--- src/frpc_defines.svh ---
// Purpose: constants for the flash reset and power-on control block
// Assumes: core_clk at 40 MHz
// Notes: definitions only
`ifndef FRPC_DEFINES_SVH
`define FRPC_DEFINES_SVH

`define FRPC_CORE_CLK_MHZ 40
`define FRPC_CFG2_WIDTH 8
// power-on default of the volatile bits of the second configuration register
`define FRPC_CFG2_DEFAULT 8'h00
`define FRPC_WRITE_LATCH_DEFAULT 1'b0
`define FRPC_WRITE_BUSY_DEFAULT 1'b0
// the shortest low on the reset pin that is still taken as a reset, in ns
`define FRPC_RESET_FILTER_NS 100
`define FRPC_RESET_FILTER_CYC ((`FRPC_RESET_FILTER_NS * `FRPC_CORE_CLK_MHZ + 999) / 1000)
`define FRPC_FILT_CNT_W 4

`endif

--- src/frpc_pkg.sv ---
// Purpose: shared types of the flash reset and power-on control block
// Assumes: used together with frpc_defines.svh
// Notes: carriers for command decode and status flags
package frpc_pkg;

  typedef enum logic [2:0] {
    FRPC_ST_HOLD = 3'b001,
    FRPC_ST_STANDBY = 3'b010,
    FRPC_ST_OPER = 3'b100
  } frpc_state_t;

  typedef struct packed {
    logic valid;
    logic reset_arm_cmd;
    logic reset_exec_cmd;
  } frpc_cmd_t;

  typedef struct packed {
    logic write_latch_set;
    logic write_latch_clear;
    logic op_start;
    logic op_done;
    logic op_is_prog_erase;
  } frpc_core_t;

  typedef struct packed {
    logic standby;
    logic write_latch_flag;
    logic write_busy_flag;
  } frpc_status_t;

endpackage

--- src/frpc_top.sv ---
// Purpose: hardware reset, software reset and power-on state of the flash device
// Assumes: rst_n is the internal power-on reset; pins arrive asynchronously
// Notes: recovery waits after a reset are kept by the host, not measured here
// Summary of operation
// - after hardware reset: standby, write latch and busy flags at power-on defaults
// - after hardware reset the second configuration register volatile bits reload defaults
// - after hardware reset the first chip select low starts the fastboot read
// - reset during program or erase aborts that operation; data may be lost
// - during hardware reset the data lines float and activity drops to minimum
// - at power-up the memory is in standby with the write latch cleared
// - while power-on reset is active, logic is held and commands ignored
// - software reset acts only when no other command comes between arm and execute; idle cycles between them keep the arm
`timescale 1ns/1ps
`include "frpc_defines.svh"
module frpc_top (
  input wire logic core_clk,
  input wire logic rst_n,
  input wire logic reset_pin_n,
  input wire logic chip_select_n,
  input wire frpc_pkg::frpc_cmd_t cmd,
  input wire frpc_pkg::frpc_core_t core_ev,
  input wire logic data_drive_req,
  input wire logic cfg2_wr_en,
  input wire logic [`FRPC_CFG2_WIDTH-1:0] cfg2_wr_data,
  output frpc_pkg::frpc_status_t status,
  output logic [`FRPC_CFG2_WIDTH-1:0] second_config_register,
  output logic octal_data_lines_oe,
  output logic core_hold,
  output logic low_power,
  output logic cmd_accept,
  output logic abort_op,
  output logic fastboot_start,
  output logic soft_reset_done
);
  import frpc_pkg::*;

  logic [1:0] pins_sync;
  logic reset_pin_s;
  logic select_n_s;
  logic select_n_d_r;
  logic [`FRPC_FILT_CNT_W-1:0] filt_cnt_r;
  logic [`FRPC_FILT_CNT_W-1:0] filt_cnt_nxt;
  frpc_state_t state_r;
  frpc_state_t state_nxt;
  logic arm_r;
  logic arm_nxt;
  logic fastboot_pend_r;
  logic op_running_r;
  logic hw_reset_now;
  logic soft_reset_now;
  logic any_reset;
  logic select_fall;
  logic in_hold;
  logic leave_hold;

  frpc_sync #(
    .WIDTH(2),
    .INIT(2'b11)
  ) u_pin_sync (
    .core_clk(core_clk),
    .rst_n(rst_n),
    .async_in({reset_pin_n, chip_select_n}),
    .sync_out(pins_sync)
  );

  assign reset_pin_s = pins_sync[1];
  assign select_n_s = pins_sync[0];

  // a short glitch on the reset pin is not a guaranteed reset; filter it out
  assign filt_cnt_nxt = reset_pin_s ? '0 :
                        (filt_cnt_r == `FRPC_FILT_CNT_W'(`FRPC_RESET_FILTER_CYC)) ? filt_cnt_r :
                        filt_cnt_r + `FRPC_FILT_CNT_W'(1);
  assign hw_reset_now = !reset_pin_s &&
                        (filt_cnt_r == `FRPC_FILT_CNT_W'(`FRPC_RESET_FILTER_CYC));

  assign in_hold = (state_r == FRPC_ST_HOLD);
  assign select_fall = select_n_d_r && !select_n_s && !in_hold;

  // arming is kept only across the single command that follows it
  assign soft_reset_now = cmd.valid && cmd.reset_exec_cmd && arm_r && !in_hold;
  assign arm_nxt = (!cmd.valid || in_hold) ? (arm_r && !in_hold) :
                   (cmd.reset_arm_cmd && !cmd.reset_exec_cmd);
  assign any_reset = hw_reset_now || soft_reset_now;
  assign leave_hold = in_hold && reset_pin_s;

  always_comb begin
    state_nxt = state_r;
    case (state_r)
      FRPC_ST_HOLD: begin
        if (reset_pin_s) begin
          state_nxt = FRPC_ST_STANDBY;
        end
      end
      FRPC_ST_STANDBY: begin
        if (hw_reset_now) begin
          state_nxt = FRPC_ST_HOLD;
        end else if (soft_reset_now) begin
          state_nxt = FRPC_ST_STANDBY;
        end else if (core_ev.op_start) begin
          state_nxt = FRPC_ST_OPER;
        end
      end
      FRPC_ST_OPER: begin
        if (hw_reset_now) begin
          state_nxt = FRPC_ST_HOLD;
        end else if (soft_reset_now || core_ev.op_done) begin
          state_nxt = FRPC_ST_STANDBY;
        end
      end
      default: begin
        state_nxt = FRPC_ST_HOLD;
      end
    endcase
  end

  // power-on reset: held in reset, standby defaults loaded, no commands
  always_ff @(posedge core_clk or negedge rst_n) begin
    if (!rst_n) begin
      state_r <= FRPC_ST_HOLD;
      filt_cnt_r <= '0;
      select_n_d_r <= 1'b1;
      arm_r <= 1'b0;
    end else begin
      state_r <= state_nxt;
      filt_cnt_r <= filt_cnt_nxt;
      select_n_d_r <= select_n_s;
      arm_r <= arm_nxt;
    end
  end

  // flags; a reset outranks any core event in the same cycle
  always_ff @(posedge core_clk or negedge rst_n) begin
    if (!rst_n) begin
      status.write_latch_flag <= `FRPC_WRITE_LATCH_DEFAULT;
      status.write_busy_flag <= `FRPC_WRITE_BUSY_DEFAULT;
      status.standby <= 1'b0;
    end else begin
      if (any_reset || in_hold) begin
        status.write_latch_flag <= `FRPC_WRITE_LATCH_DEFAULT;
      end else if (core_ev.write_latch_set) begin
        status.write_latch_flag <= 1'b1;
      end else if (core_ev.write_latch_clear) begin
        status.write_latch_flag <= 1'b0;
      end
      if (any_reset || in_hold) begin
        status.write_busy_flag <= `FRPC_WRITE_BUSY_DEFAULT;
      end else if (core_ev.op_start) begin
        status.write_busy_flag <= 1'b1;
      end else if (core_ev.op_done) begin
        status.write_busy_flag <= 1'b0;
      end
      status.standby <= (state_nxt == FRPC_ST_STANDBY);
    end
  end

  // second configuration register, volatile part
  always_ff @(posedge core_clk or negedge rst_n) begin
    if (!rst_n) begin
      second_config_register <= `FRPC_CFG2_DEFAULT;
    end else if (any_reset || in_hold) begin
      second_config_register <= `FRPC_CFG2_DEFAULT;
    end else if (cfg2_wr_en) begin
      second_config_register <= cfg2_wr_data;
    end
  end

  // operation tracking and abort
  always_ff @(posedge core_clk or negedge rst_n) begin
    if (!rst_n) begin
      op_running_r <= 1'b0;
      abort_op <= 1'b0;
    end else begin
      abort_op <= any_reset && (op_running_r || core_ev.op_start);
      if (any_reset || in_hold) begin
        op_running_r <= 1'b0;
      end else if (core_ev.op_start && core_ev.op_is_prog_erase) begin
        op_running_r <= 1'b1;
      end else if (core_ev.op_done) begin
        op_running_r <= 1'b0;
      end
    end
  end

  // fastboot is armed by every reset and fired by the first select after it
  always_ff @(posedge core_clk or negedge rst_n) begin
    if (!rst_n) begin
      fastboot_pend_r <= 1'b1;
      fastboot_start <= 1'b0;
    end else begin
      fastboot_start <= select_fall && fastboot_pend_r && !any_reset;
      if (any_reset || in_hold) begin
        fastboot_pend_r <= 1'b1;
      end else if (select_fall) begin
        fastboot_pend_r <= 1'b0;
      end
    end
  end

  // pin-facing and core-facing controls
  always_ff @(posedge core_clk or negedge rst_n) begin
    if (!rst_n) begin
      octal_data_lines_oe <= 1'b0;
      core_hold <= 1'b1;
      low_power <= 1'b1;
      cmd_accept <= 1'b0;
      soft_reset_done <= 1'b0;
    end else begin
      // lines float and current drops for the whole hold
      octal_data_lines_oe <= data_drive_req && !hw_reset_now &&
                             (state_nxt != FRPC_ST_HOLD);
      low_power <= (state_nxt == FRPC_ST_HOLD);
      core_hold <= (state_nxt == FRPC_ST_HOLD) || soft_reset_now;
      cmd_accept <= (state_nxt != FRPC_ST_HOLD) && !leave_hold;
      soft_reset_done <= soft_reset_now;
    end
  end

endmodule

--- src/frpc_sync.sv ---
// Purpose: two-flop synchroniser for pin inputs
// Assumes: inputs asynchronous to core_clk
// Notes: first stage is read by the second stage only
`timescale 1ns/1ps
module frpc_sync #(
  parameter int WIDTH = 2,
  parameter logic [WIDTH-1:0] INIT = '1
) (
  input wire logic core_clk,
  input wire logic rst_n,
  input wire logic [WIDTH-1:0] async_in,
  output logic [WIDTH-1:0] sync_out
);

  logic [WIDTH-1:0] stage1_r;

  always_ff @(posedge core_clk or negedge rst_n) begin
    if (!rst_n) begin
      stage1_r <= INIT;
      sync_out <= INIT;
    end else begin
      stage1_r <= async_in;
      sync_out <= stage1_r;
    end
  end

endmodule

--- config.mk ---
export PLATFORM = sky130hd
export DESIGN_NAME = frpc_top
export DESIGN_NICKNAME = d
export VERILOG_FILES = /design/src/frpc_pkg.sv /design/src/frpc_top.sv /design/src/frpc_sync.sv
export VERILOG_INCLUDE_DIRS = /design/src
export SDC_FILE = /design/constraint.sdc
export NUM_CORES = 1
export LEC_CHECK = 0
export BUFFER_PORTS_ARGS = -buffer_cell sky130_fd_sc_hd__buf_2
export CORE_ASPECT_RATIO = 1.4
export CORE_MARGIN = 1
export CORE_UTILIZATION = 45
export DETAILED_ROUTE_END_ITERATION = 12
export HOLD_SLACK_MARGIN = 0.03
export PLACE_DENSITY_LB_ADDON = 0.2
export SLEW_MARGIN = 0
export SYNTH_ARGS = -nofsm -noshare
export SYNTH_HDL_FRONTEND = slang
export SYNTH_SLANG_ARGS = --single-unit
--- constraint.sdc ---
create_clock -name core_clk -period 1.53 [get_ports core_clk]
set_input_delay 0.153 -clock core_clk [delete_from_list [all_inputs] [get_ports core_clk]]
set_output_delay 0.153 -clock core_clk [all_outputs]
set_load 0.02 [all_outputs]
; ---- After elaboration in Yosys (flattened, before gate mapping)
; Index checks and enable logic that the tools add are counted.
[word_totals]
inputBits = 22
output_inout_bits = 18
ff_bits = 33
[classes]
n_reduce_logical = 35
eq_ne = 8
muxes = 22
add_sub_neg = 1
[op_table]
columns = op, n
row1 = two-way mux 3 bit, 6
row2 = logical AND 1 bit, 16
row3 = two-way mux 8 bit, 2
row4 = two-way mux 1 bit, 11
row5 = one-hot mux 3 bit (3 select lines), 1
row6 = nonzero test 3 bit, 3
row7 = logical NOT 1 bit, 8
row8 = two-way mux 4 bit, 2
row9 = == test 3 x 1 -> 1 bit (second input constant), 2
row10 = == test 3 x 2 -> 1 bit (second input constant), 2
row11 = logical OR 1 bit, 6
row12 = adder 4 x 1 -> 4 bit (second input constant), 1
row13 = == test 4 x 3 -> 1 bit (second input constant), 1
row14 = nonzero test 2 bit, 2
row15 = == test 3 bit (second input constant), 1
row16 = inequality test 3 x 1 -> 1 bit (second input constant), 1
row17 = inequality test 2 x 1 -> 1 bit (second input constant), 1

; ---- Logic depth before layout (Yosys ltp)
; Gate-level depths: netlist of run 1.
[depth]
ltp_word = 9
depth_mapped = 6

; ---- Hierarchy
; A second synthesis of run 1 with hierarchy kept.
[unflattened]
hier_cells = 107
area_unflattened_um2 = 1327.5
[by_module_without_submodules]
columns = mod, n_inst, cells_each, area_each_um2
row1 = frpc_top, 1, 103, 1222.4
row2 = frpc_sync, 1, 4, 105.1

; ---- Least setup slack after synthesis of run 1
; No wires, ideal clock.
[synth_timing]
path_kind = register to register
startpoint = register filt_cnt_r[0]
endpoint = register op_running_r
setup_time_ps = 121
path_stages_with_launch = 7
required_ps = 1409
path_buffers = 1
arrival_time_ps = 1408
path_slack_ps = 0
cell_sequence = dfrtp_1 -> inv_1 -> ha_1 -> nor4bb_4 -> a311o_1 -> buf_2 -> nor2_1
[synth_via]
elab_chain_cells = 5
word_cells_on_any_way = 6
cone_classes = eq/ne: 1 / mux: 1 / reduce/logical: 4
[synth_lines]
columns = element, line_no
row1 = "start, declared", frpc_top.sv:41  ; logic [`FRPC_FILT_CNT_W-1:0] filt_cnt_r;
row2 = "start signal, assigned", frpc_top.sv:125  ; filt_cnt_r <= filt_cnt_nxt;
row3 = == test 4 x 3 -> 1 bit *, frpc_top.sv:74  ; (filt_cnt_r == `FRPC_FILT_CNT_W'(`FRPC_RESET_FILTER_CYC));
row4 = logical AND 1 bit *, frpc_top.sv:73  ; assign hw_reset_now = !reset_pin_s &&
row5 = logical OR 1 bit *, frpc_top.sv:83  ; assign any_reset = hw_reset_now || soft_reset_now;
row6 = logical OR 1 bit *, frpc_top.sv:174  ; if (any_reset || in_hold) begin
row7 = nonzero test 3 bit (no source line) / two-way mux 1 bit (equally long branches), --
row8 = "end signal, assigned", frpc_top.sv:175  ; op_running_r <= 1'b0;
row9 = "end signal, assigned", frpc_top.sv:177  ; op_running_r <= 1'b1;
row10 = "end signal, assigned", frpc_top.sv:179  ; op_running_r <= 1'b0;
row11 = "end, declared", frpc_top.sv:48  ; logic op_running_r;
; Mark *: on every way between the ends. The rest lies on a longest branch, timed or not.
; A chain may end at the register's enable or synchronous reset.

; ---- Final worst setup path of run 1
[layout_timing]
startpoint = register filt_cnt_r[1]
endpoint = register fastboot_start
[layout_via]
elab_chain_cells = 5
[layout_lines]
columns = element, line_no
row1 = == test 4 x 3 -> 1 bit, frpc_top.sv:74
row2 = logical AND 1 bit, frpc_top.sv:73
row3 = logical OR 1 bit, frpc_top.sv:83
row4 = logical NOT 1 bit, frpc_top.sv:190  ; fastboot_start <= select_fall && fastboot_pend_r && !any_reset;
row5 = logical AND 1 bit, frpc_top.sv:190
row6 = "end signal, assigned", frpc_top.sv:190
row7 = "end, declared", frpc_top.sv:32  ; output logic fastboot_start,
; Every way passes these cells.

==> load_flow_metrics.sql, run 1 <==
INSERT INTO impl_metrics (metric_group, metric, value, unit) VALUES
('run_status', 'outcome', 'completed', ''),
('clock_tree', 'ctsLongestPathBuffers', '2', ''),
('placed_design', 'dp.cells', '184', ''),
('clock_tree', 'cts_buffers', '5', ''),
('sta', 'achievable-frequency', '688.6', 'MHz'),
('cells_and_area', 'synthesis_to_layout_area_growth', '32.61', '%'),
('worst_setup_path', 'critPathMaxFanout', '13', ''),
('global_routing', 'overflow', '0', ''),
('logic_synthesis', 'synthesis.nets', '131', ''),
('logic_synthesis', 'cell_taking_the_most_area_after_synthesis', 'sky130_fd_sc_hd__dfrtp_1', ''),
('cells_and_area', 'layout.cells.non_filler', '198', ''),
('global_routing', 'gr-usage-all-layers', '17.64', '%'),
('logic_synthesis', 'postSynthAreaPerCell', '12.48', 'µm²'),
('worst_setup_path', 'required_time_worst_endpoint', '1.74', 'ns'),
('logic_synthesis', 'synth_edf_count', '0', ''),
('sta', 'headroom_to_the_max_slew_limit', '53.72', '%'),
('worst_setup_path', 'timing.critical_path.cells', 'inv_1, ha_2, nor4bb_4, a311o_1, buf_12, nor3_2', ''),
('clock_tree', 'clock_tree.htree_level_count', '2', ''),
('clock_tree', 'clock_insertion_delay_worst_skew', '0.28', 'ns'),
('worst_hold_path', 'hold_class', 'in2reg', ''),
('cells_and_area', 'antenna_diode_instance_count', '0', ''),
('logic_synthesis', 'synth_area_leaders', 'sky130_fd_sc_hd__dfrtp_1 45%, sky130_fd_sc_hd__dfstp_2 18%, sky130_fd_sc_hd__mux2i_1 6.7%', ''),
('worst_setup_path', 'critPathArrivalTime', '1.66', 'ns'),
('die', 'die_area', '3192', 'µm²'),
('cells_and_area', 'layout_cell_share_with_drive_strength_beyond_1', '41.61', '%'),
('sta', 'hold_viol', '0', ''),
('worst_setup_path', 'worstSetupEndpointType', 'flop', ''),
('global_routing', 'grt_start_max_net_pins', '34', ''),
('worst_setup_path', 'critical_path.max_stage_delay', '0.36', 'ns'),
('die', 'num_io_pins', '40', ''),
('clock_tree', 'clkTransAtPathRegs', '0.06', 'ns'),
('worst_setup_path', 'critPathKind', 'reg2reg', ''),
('power', 'p_leak', '0.9323', 'nW'),
('drt', 'drc_errors', '0', ''),
('logic_synthesis', 'ys_seq_elements', '33', ''),
('die', 'placement_rows', '23', ''),
('worst_setup_path', 'startpoint_type', 'flop', ''),
('sta', 'period_minus_slack', '1.452', 'ns'),
('die', 'die_width', '48.04', 'µm'),
('cells_and_area', 'design.final.nets', '184', ''),
('drt', 'totalWireLength', '2.473', 'mm'),
('sta', 'skew', '0.005612', 'ns'),
('drt', 'route.antenna.remaining_nets', '0', ''),
('sta', 'fin_crit_sh', '94.91', '%'),
('die', 'initial_core_util', '46.86', '%'),
('drt', 'drt_iter0_markers', '13', ''),
('die', 'chipHeight', '66.45', 'µm'),
('global_routing', 'grt_pass1_vias', '911', ''),
('logic_synthesis', 'synth_top_area_share', '44.99', '%'),
('global_routing', 'grt_pass1_wl', '3.739', 'mm'),
('logic_synthesis', 'synth_cell_types', '32', ''),
('placed_design', 'gp_routability_congestion', '0.7759', ''),
('logic_synthesis', 'seq_area_frac_synth', '62.70', '%'),
('sta', 'setup-violations-final', '0', ''),
('logic_synthesis', 'synth.cell_area', '1335', 'µm²'),
('drt', 'drt-wirelength-per-cell', '12.49', 'µm'),
('drt', 'vias', '978', ''),
('clock_tree', 'clock_sinks', '33', ''),
('drt', 'avgViaCountPerCell', '4.939', ''),
('clock_tree', 'tritoncts', 'built', ''),
('sta', 'tightest_slew', '0.6943', 'ns'),
('logic_synthesis', 'netlist_instances', '107', ''),
('logic_synthesis', 'async_flop_share', '100.0', '%'),
('placed_design', 'io_buffer_count', '39', ''),
('power', 'ir_worst_vdd', '1002', 'µV'),
('worst_setup_path', 'critical_path.slowest_cell', 'sky130_fd_sc_hd__a311o_1', ''),
('logic_synthesis', 'ys_dominant_reg_cell', 'sky130_fd_sc_hd__dfrtp_1', ''),
('job', 'timing.max_cap.violations', '0', ''),
('clock_tree', 'clock-root-buffer', 'sky130_fd_sc_hd__clkbuf_8', ''),
('worst_setup_path', 'r2r.worst_path.cells', '6', ''),
('worst_setup_path', 'rrSetupSlack', '0.08', 'ns');
[power breakdown]
group | internal, W | switching (W) | leakage (nW)
registers | 0.00115 | 0.000151 | 0.414
logic | 0.000467 | 0.000582 | 0.464
clock network | 0.000406 | 0.000294 | 0.0542
total | 0.00203 | 0.00103 | 0.932
[cell families (layout without fill, tap and decap cells)]
kind of cell | after synthesis | count (layout) | share of synthesized area [%]
multiplexers | 9 | 9 | 6.748
XOR/XNOR | 2 | 2 | 1.312
buffers and inverters | 10 | 64 | 2.999
AND/OR/NAND/NOR | 35 | 35 | 15.75
AO/OA/AOI/OAI | 16 | 16 | 8.623
adder cells (fa/ha/maj) | 2 | 2 | 1.874
flip-flops | 33 | 33 | 62.70
[per-layer routing]
layer / wire length, µm / global-route usage, % / vias to the layer above
li1: - / - / 473
met3: 124 / 7.377 / 5
met1: 982 / 17.95 / 470
met2: 1322 / 29.56 / 30
met4: 44 / 8.333 / 0
met5: 0 / 0 / -
[sequential cells by signal, summed over array words and instances, names as in the netlist]
| signal | flops |
|---|---|
| status | 3 |
| fastboot_start | 1 |
| state_r | 3 |
| arm_r | 1 |
| low_power | 1 |
| cmd_accept | 1 |
| second_config_register | 8 |
| abort_op | 1 |
| fastboot_pend_r | 1 |
| filt_cnt_r | 4 |
| select_n_d_r | 1 |
| u_pin_sync.sync_out | 2 |
| u_pin_sync.stage1_r | 2 |
| octal_data_lines_oe | 1 |
| soft_reset_done | 1 |
| core_hold | 1 |
| op_running_r | 1 |
[repair_timing]
item / CTS / global route
endpoints found under the hold margin: 26 / 0
setup buffers: 0 / 3
hold buffers: 3 / 0
pin swaps: 0 / 2
gates resized for setup: 1 / 2
endpoints found under the setup margin: 1 / 17
[critical path, delay by kind of cell (launching register included)]
kind	cells	cell delay (ns)
AO/OA/AOI/OAI	1	0.36
buffers and inverters	2	0.21
adder cells (fa/ha/maj)	1	0.17
AND/OR/NAND/NOR	2	0.29
flip-flops	1	0.35
[through the flow]
step / area (µm²) / power [W] / hold WS [ns] / setup WS (ns)
floorplan: 1335 / 0.001938 / -0.1426 / 0.0004846
global placement: 1605 / 0.002306 / 0.2334 / 0.06543
detailed placement: 1605 / 0.002347 / 0.2401 / 0.001915
CTS: 1740 / 0.003077 / 0.08724 / 0.02972
global route: 1770 / 0.003248 / 0.1120 / -0.03268
finish: 1770 / 0.003054 / 0.09351 / 0.07785
[area by class of cell]
type                            count  area [µm²]
Multi-Input combinational cell     64       465.4
Tap cell                           37       46.29
Sequential cell                    33       837.1
Timing Repair Buffer               49       294.0
Inverter                            7       26.28
Clock buffer                        7       96.34
Clock inverter                      1       5.005
Fill cell                         235        1079
[synth_stat cells, types with 2 or more instances]
master and number:
sky130_fd_sc_hd__o31a_1 2, sky130_fd_sc_hd__a211o_1 2, sky130_fd_sc_hd__nor2_1 14, sky130_fd_sc_hd__nand2b_1 2
sky130_fd_sc_hd__buf_2 2, sky130_fd_sc_hd__or3b_1 2, sky130_fd_sc_hd__ha_1 2, sky130_fd_sc_hd__a21oi_1 3
sky130_fd_sc_hd__mux2i_1 9, sky130_fd_sc_hd__o21ai_0 2, sky130_fd_sc_hd__dfrtp_1 24, sky130_fd_sc_hd__inv_1 7
sky130_fd_sc_hd__a21o_1 3, sky130_fd_sc_hd__dfstp_2 9, sky130_fd_sc_hd__nor3_1 3, sky130_fd_sc_hd__nand2_1 2
sky130_fd_sc_hd__nand3_1 4
[final timing paths]
path,startpoint,to
worst max-delay path,filt_cnt_r[1]$_DFFE_PN0P_,fastboot_start$_DFF_PN0_
worst max register to register,filt_cnt_r[1]$_DFFE_PN0P_,fastboot_start$_DFF_PN0_
min in group asynchronous,rst_n,second_config_register[1]$_DFFE_PN0P_
max in group asynchronous,rst_n,second_config_register[7]$_DFFE_PN0P_
worst min-delay path,core_ev[4],status[1]$_DFFE_PN0P_
worst min register to register,u_pin_sync.stage1_r[1]$_DFF_PN1_,u_pin_sync.sync_out[1]$_DFF_PN1_
No activity file was read; power rests on OpenSTA's default activity.
==> run 2, diff against run 1 <==
Settings changed: CORE_UTILIZATION 45 to 50.
Clock period 1.53 ns to 1.5 ns, I/O delays scaled along.
==> run 2 against run 1 <==
Combinational power up 6%. Largest cell class unchanged. Largest power group unchanged. Maximum frequency up 2.5%. Hold slack worse by 0.032 ns. Sequential share of layout area up 0.51 points. Sequential power about the same.
==> load_flow_metrics.sql, run 2 (synthesis gave the netlist of run 1 again) <==
INSERT INTO impl_metrics (metric_group, metric, value, unit) VALUES
('run_status', 'outcome', 'completed', ''),
('sta', 'achievable-frequency', '706.1', 'MHz'),
('sta', 'final_max_slew_viol_count', '0', ''),
('drt', 'vias', '998', ''),
('sta', 'fin_crit_sh', '94.42', '%'),
('worst_setup_path', 'critPathKind', 'reg2reg', ''),
('cells_and_area', 'design.final.nets', '188', ''),
('worst_setup_path', 'critical_path.slowest_cell', 'sky130_fd_sc_hd__dfrtp_1', ''),
('power', 'power.net_switching', '0.001027', 'W'),
('sta', 'skew', '0.004663', 'ns'),
('clock_tree', 'clock_sinks', '33', ''),
('worst_setup_path', 'worstSetupEndpointType', 'flop', ''),
('worst_setup_path', 'crit-reg2reg-capture', 'filt_cnt_r[0]$_DFFE_PN0P_', ''),
('worst_setup_path', 'timing.critical_path.cells', 'inv_2, ha_4, nor4bb_4, buf_6, buf_6, nor3_2, a21o_1', ''),
('placed_design', 'io_buffer_count', '39', ''),
('power', 'intPower', '0.001846', 'W'),
('worst_setup_path', 'rrSetupSlack', '0.08', 'ns'),
('die', 'num_io_pins', '40', ''),
('sta', 'headroom_to_the_max_slew_limit', '53.68', '%'),
('global_routing', 'grt_pass1_vias', '1010', ''),
('die', 'chipHeight', '63.14', 'µm'),
('global_routing', 'grt_pass1_wl', '4.222', 'mm'),
('cells_and_area', 'layout.area.seq', '837.1', 'µm²'),
('worst_setup_path', 'startpoint_type', 'flop', ''),
('power', 'share_comb_of_total_power', '38.5', '%'),
('die', 'initial_core_util', '54.05', '%'),
('worst_setup_path', 'timing.critical_path.to', 'filt_cnt_r[0]$_DFFE_PN0P_', ''),
('drt', 'drt-wirelength-per-cell', '12.58', 'µm'),
('clock_tree', 'clock_tree.htree_level_count', '2', ''),
('die', 'placement_rows', '21', ''),
('cells_and_area', 'layout_cell_share_with_drive_strength_beyond_1', '43.64', '%'),
('worst_setup_path', 'critPathArrivalTime', '1.63', 'ns'),
('sta', 'hold_viol', '0', ''),
('drt', 'route.antenna.remaining_nets', '0', ''),
('worst_hold_path', 'hold_class', 'in2reg', ''),
('clock_tree', 'clock-root-buffer', 'sky130_fd_sc_hd__clkbuf_4', ''),
('sta', 'period_minus_slack', '1.416', 'ns'),
('sta', 'timing.final.ws_setup', '0.08375', 'ns'),
('sta', 'tightest_slew', '0.6948', 'ns'),
('global_routing', 'gr-usage-all-layers', '20.79', '%'),
('worst_setup_path', 'required_time_worst_endpoint', '1.72', 'ns'),
('placed_design', 'gp_routability_congestion', '0.7522', ''),
('cells_and_area', 'layout.cells.non_filler', '199', ''),
('cells_and_area', 'final_core_util', '70.92', '%'),
('worst_setup_path', 'r2r.worst_path.cells', '7', ''),
('power', 'p_leak', '0.9225', 'nW'),
('drt', 'drc_errors', '0', ''),
('placed_design', 'dp.cells', '184', ''),
('cells_and_area', 'multiInputGateArea', '481.7', 'µm²'),
('worst_setup_path', 'startpoint', 'filt_cnt_r[1]$_DFFE_PN0P_', ''),
('worst_setup_path', 'critPathMaxFanout', '7', ''),
('power', 'ir_worst_vdd', '915.6', 'µV'),
('global_routing', 'overflow', '0', ''),
('sta', 'setup_tns', '0', 'ns'),
('placed_design', 'pre_cts_slack', '-0.05142', 'ns'),
('cells_and_area', 'synthesis_to_layout_area_growth', '31.21', '%'),
('power', 'proportion_of_power_drawn_by_the_clock_network', '15.6', '%'),
('cells_and_area', 'reg_top3', 'second_config_register (8), filt_cnt_r (4)', ''),
('worst_setup_path', 'worst_r2r_startpoint', 'filt_cnt_r[1]$_DFFE_PN0P_', ''),
('clock_tree', 'clock_insertion_delay_worst_skew', '0.32', 'ns'),
('cells_and_area', 'antenna_diode_instance_count', '0', ''),
('cells_and_area', 'final_cell_mix', '39 x sky130_fd_sc_hd__buf_2, 24 x sky130_fd_sc_hd__dfrtp_1, 14 x sky130_fd_sc_hd__nor2_1', ''),
('power', 'power.sequential.fraction', '45.8', '%'),
('die', 'core_area', '2470', 'µm²'),
('die', 'die_width', '45.67', 'µm'),
('drt', 'drt_iter0_markers', '19', ''),
('sta', 'setup-violations-final', '0', ''),
('cells_and_area', 'most_common_cell_after_layout_fill_and_taps_aside', 'sky130_fd_sc_hd__buf_2', ''),
('placed_design', 'dp_hpwl', '1.850', 'mm'),
('worst_hold_path', 'min_path_cells', '3', ''),
('cells_and_area', 'fillerInstances', '217', ''),
('clock_tree', 'cts_buffers', '5', ''),
('clock_tree', 'tritoncts', 'built', ''),
('clock_tree', 'ctsLongestPathBuffers', '2', ''),
('drt', 'totalWireLength', '2.504', 'mm'),
('global_routing', 'grt_start_max_net_pins', '34', ''),
('drt', 'avgViaCountPerCell', '5.015', ''),
('power', 'power.density_cell_area', '1640', 'nW/µm²'),
('cells_and_area', 'regMostFlops', 'second_config_register', ''),
('power', 'power_switching_share', '35.74', '%'),
('job', 'timing.max_cap.violations', '0', ''),
('die', 'die_area', '2884', 'µm²'),
('worst_setup_path', 'most_frequent_cell_on_the_critical_path', 'sky130_fd_sc_hd__buf_6', ''),
('global_routing', 'grt_antenna_before_repair', '0', ''),
('power', 'power.total', '0.002873', 'W'),
('worst_setup_path', 'critical_path.max_stage_delay', '0.40', 'ns'),
('cells_and_area', 'largest_reg_flops', '8', ''),
('drt', 'drt-pass1-iter-count', '4', ''),
('clock_tree', 'clkTransAtPathRegs', '0.09', 'ns');
[run 2: cell count changes in the layout (fill, tap and decap cells not counted), moves of 2 or more]
cell,change
sky130_fd_sc_hd__inv_1,-2
sky130_fd_sc_hd__clkbuf_4,+5
sky130_fd_sc_hd__buf_4,+4
sky130_fd_sc_hd__clkbuf_8,-7
sky130_fd_sc_hd__clkbuf_1,+3
sky130_fd_sc_hd__inv_2,+2
[run 2: metrics by stage]
stage	cell area (µm²)	hold WS, ns
2_1_floorplan	1335	-0.1456
3_3_place_gp	1612	0.2215
3_5_place_dp	1612	0.2271
4_1_cts	1695	0.06082
5_1_grt	1752	0.07362
6_report	1752	0.06116
[run 2: layout make-up]
| type | count | area share [%] |
|---|---|---|
| Timing Repair Buffer | 53 | 18.00 |
| Clock buffer | 8 | 2.786 |
| Inverter | 7 | 1.500 |
| Tap cell | 34 | 2.429 |
| Sequential cell | 33 | 47.79 |
| Multi-Input combinational cell | 64 | 27.50 |
[run 2: worst min-delay path by stage]
stage          slack, ns                       endpoint           start
2_1_floorplan      -0.15             abort_op$_DFF_PN0_           rst_n
3_3_place_gp        0.22             abort_op$_DFF_PN0_           rst_n
3_5_place_dp        0.23          status[1]$_DFFE_PN0P_           rst_n
4_1_cts             0.06          status[1]$_DFFE_PN0P_      core_ev[4]
5_1_grt             0.07  octal_data_lines_oe$_DFF_PN0_  data_drive_req
6_report            0.06          status[1]$_DFFE_PN0P_      core_ev[4]
[run 2: routing by layer]
layer  wire length, µm  vias to the layer above  GRT usage [%]
met5                 0                        -              0
met1               978                      483          21.21
met3               145                        3          8.596
met4                25                        0          7.955
met2              1354                       31          35.71
li1                  -                      481              -
[run 2: repair_timing]
item                                   CTS  global route
resized for setup                        2             7
pin swaps                                1             1
hold buffers                             3             0
cloned                                   0             0
endpoints found under the hold margin   26             0
setup endpoints to repair               14            10
buffers inserted                         0             4
[run 2: power groups by stage]
| stage | logic (W) | registers, W | clock network, W |
|---|---|---|---|
| after floorplan | 0.000428 | 0.00155 | 0 |
| after global placement | 0.00101 | 0.00131 | 0 |
| after detailed placement | 0.00105 | 0.00133 | 0 |
| after CTS | 0.00107 | 0.00132 | 0.000464 |
| after global routing | 0.00121 | 0.00135 | 0.000502 |
| final | 0.00111 | 0.00132 | 0.000449 |
[run 2: worst max-delay path: cells and delay by family (launching register included)]
kind                       cells  cell delay [ns]
adders and majority gates      1             0.13
buffers and inverters          3             0.36
AOI/OAI and AO/OA              1             0.15
and+or+nand+nor                2             0.27
DFF                            1             0.40
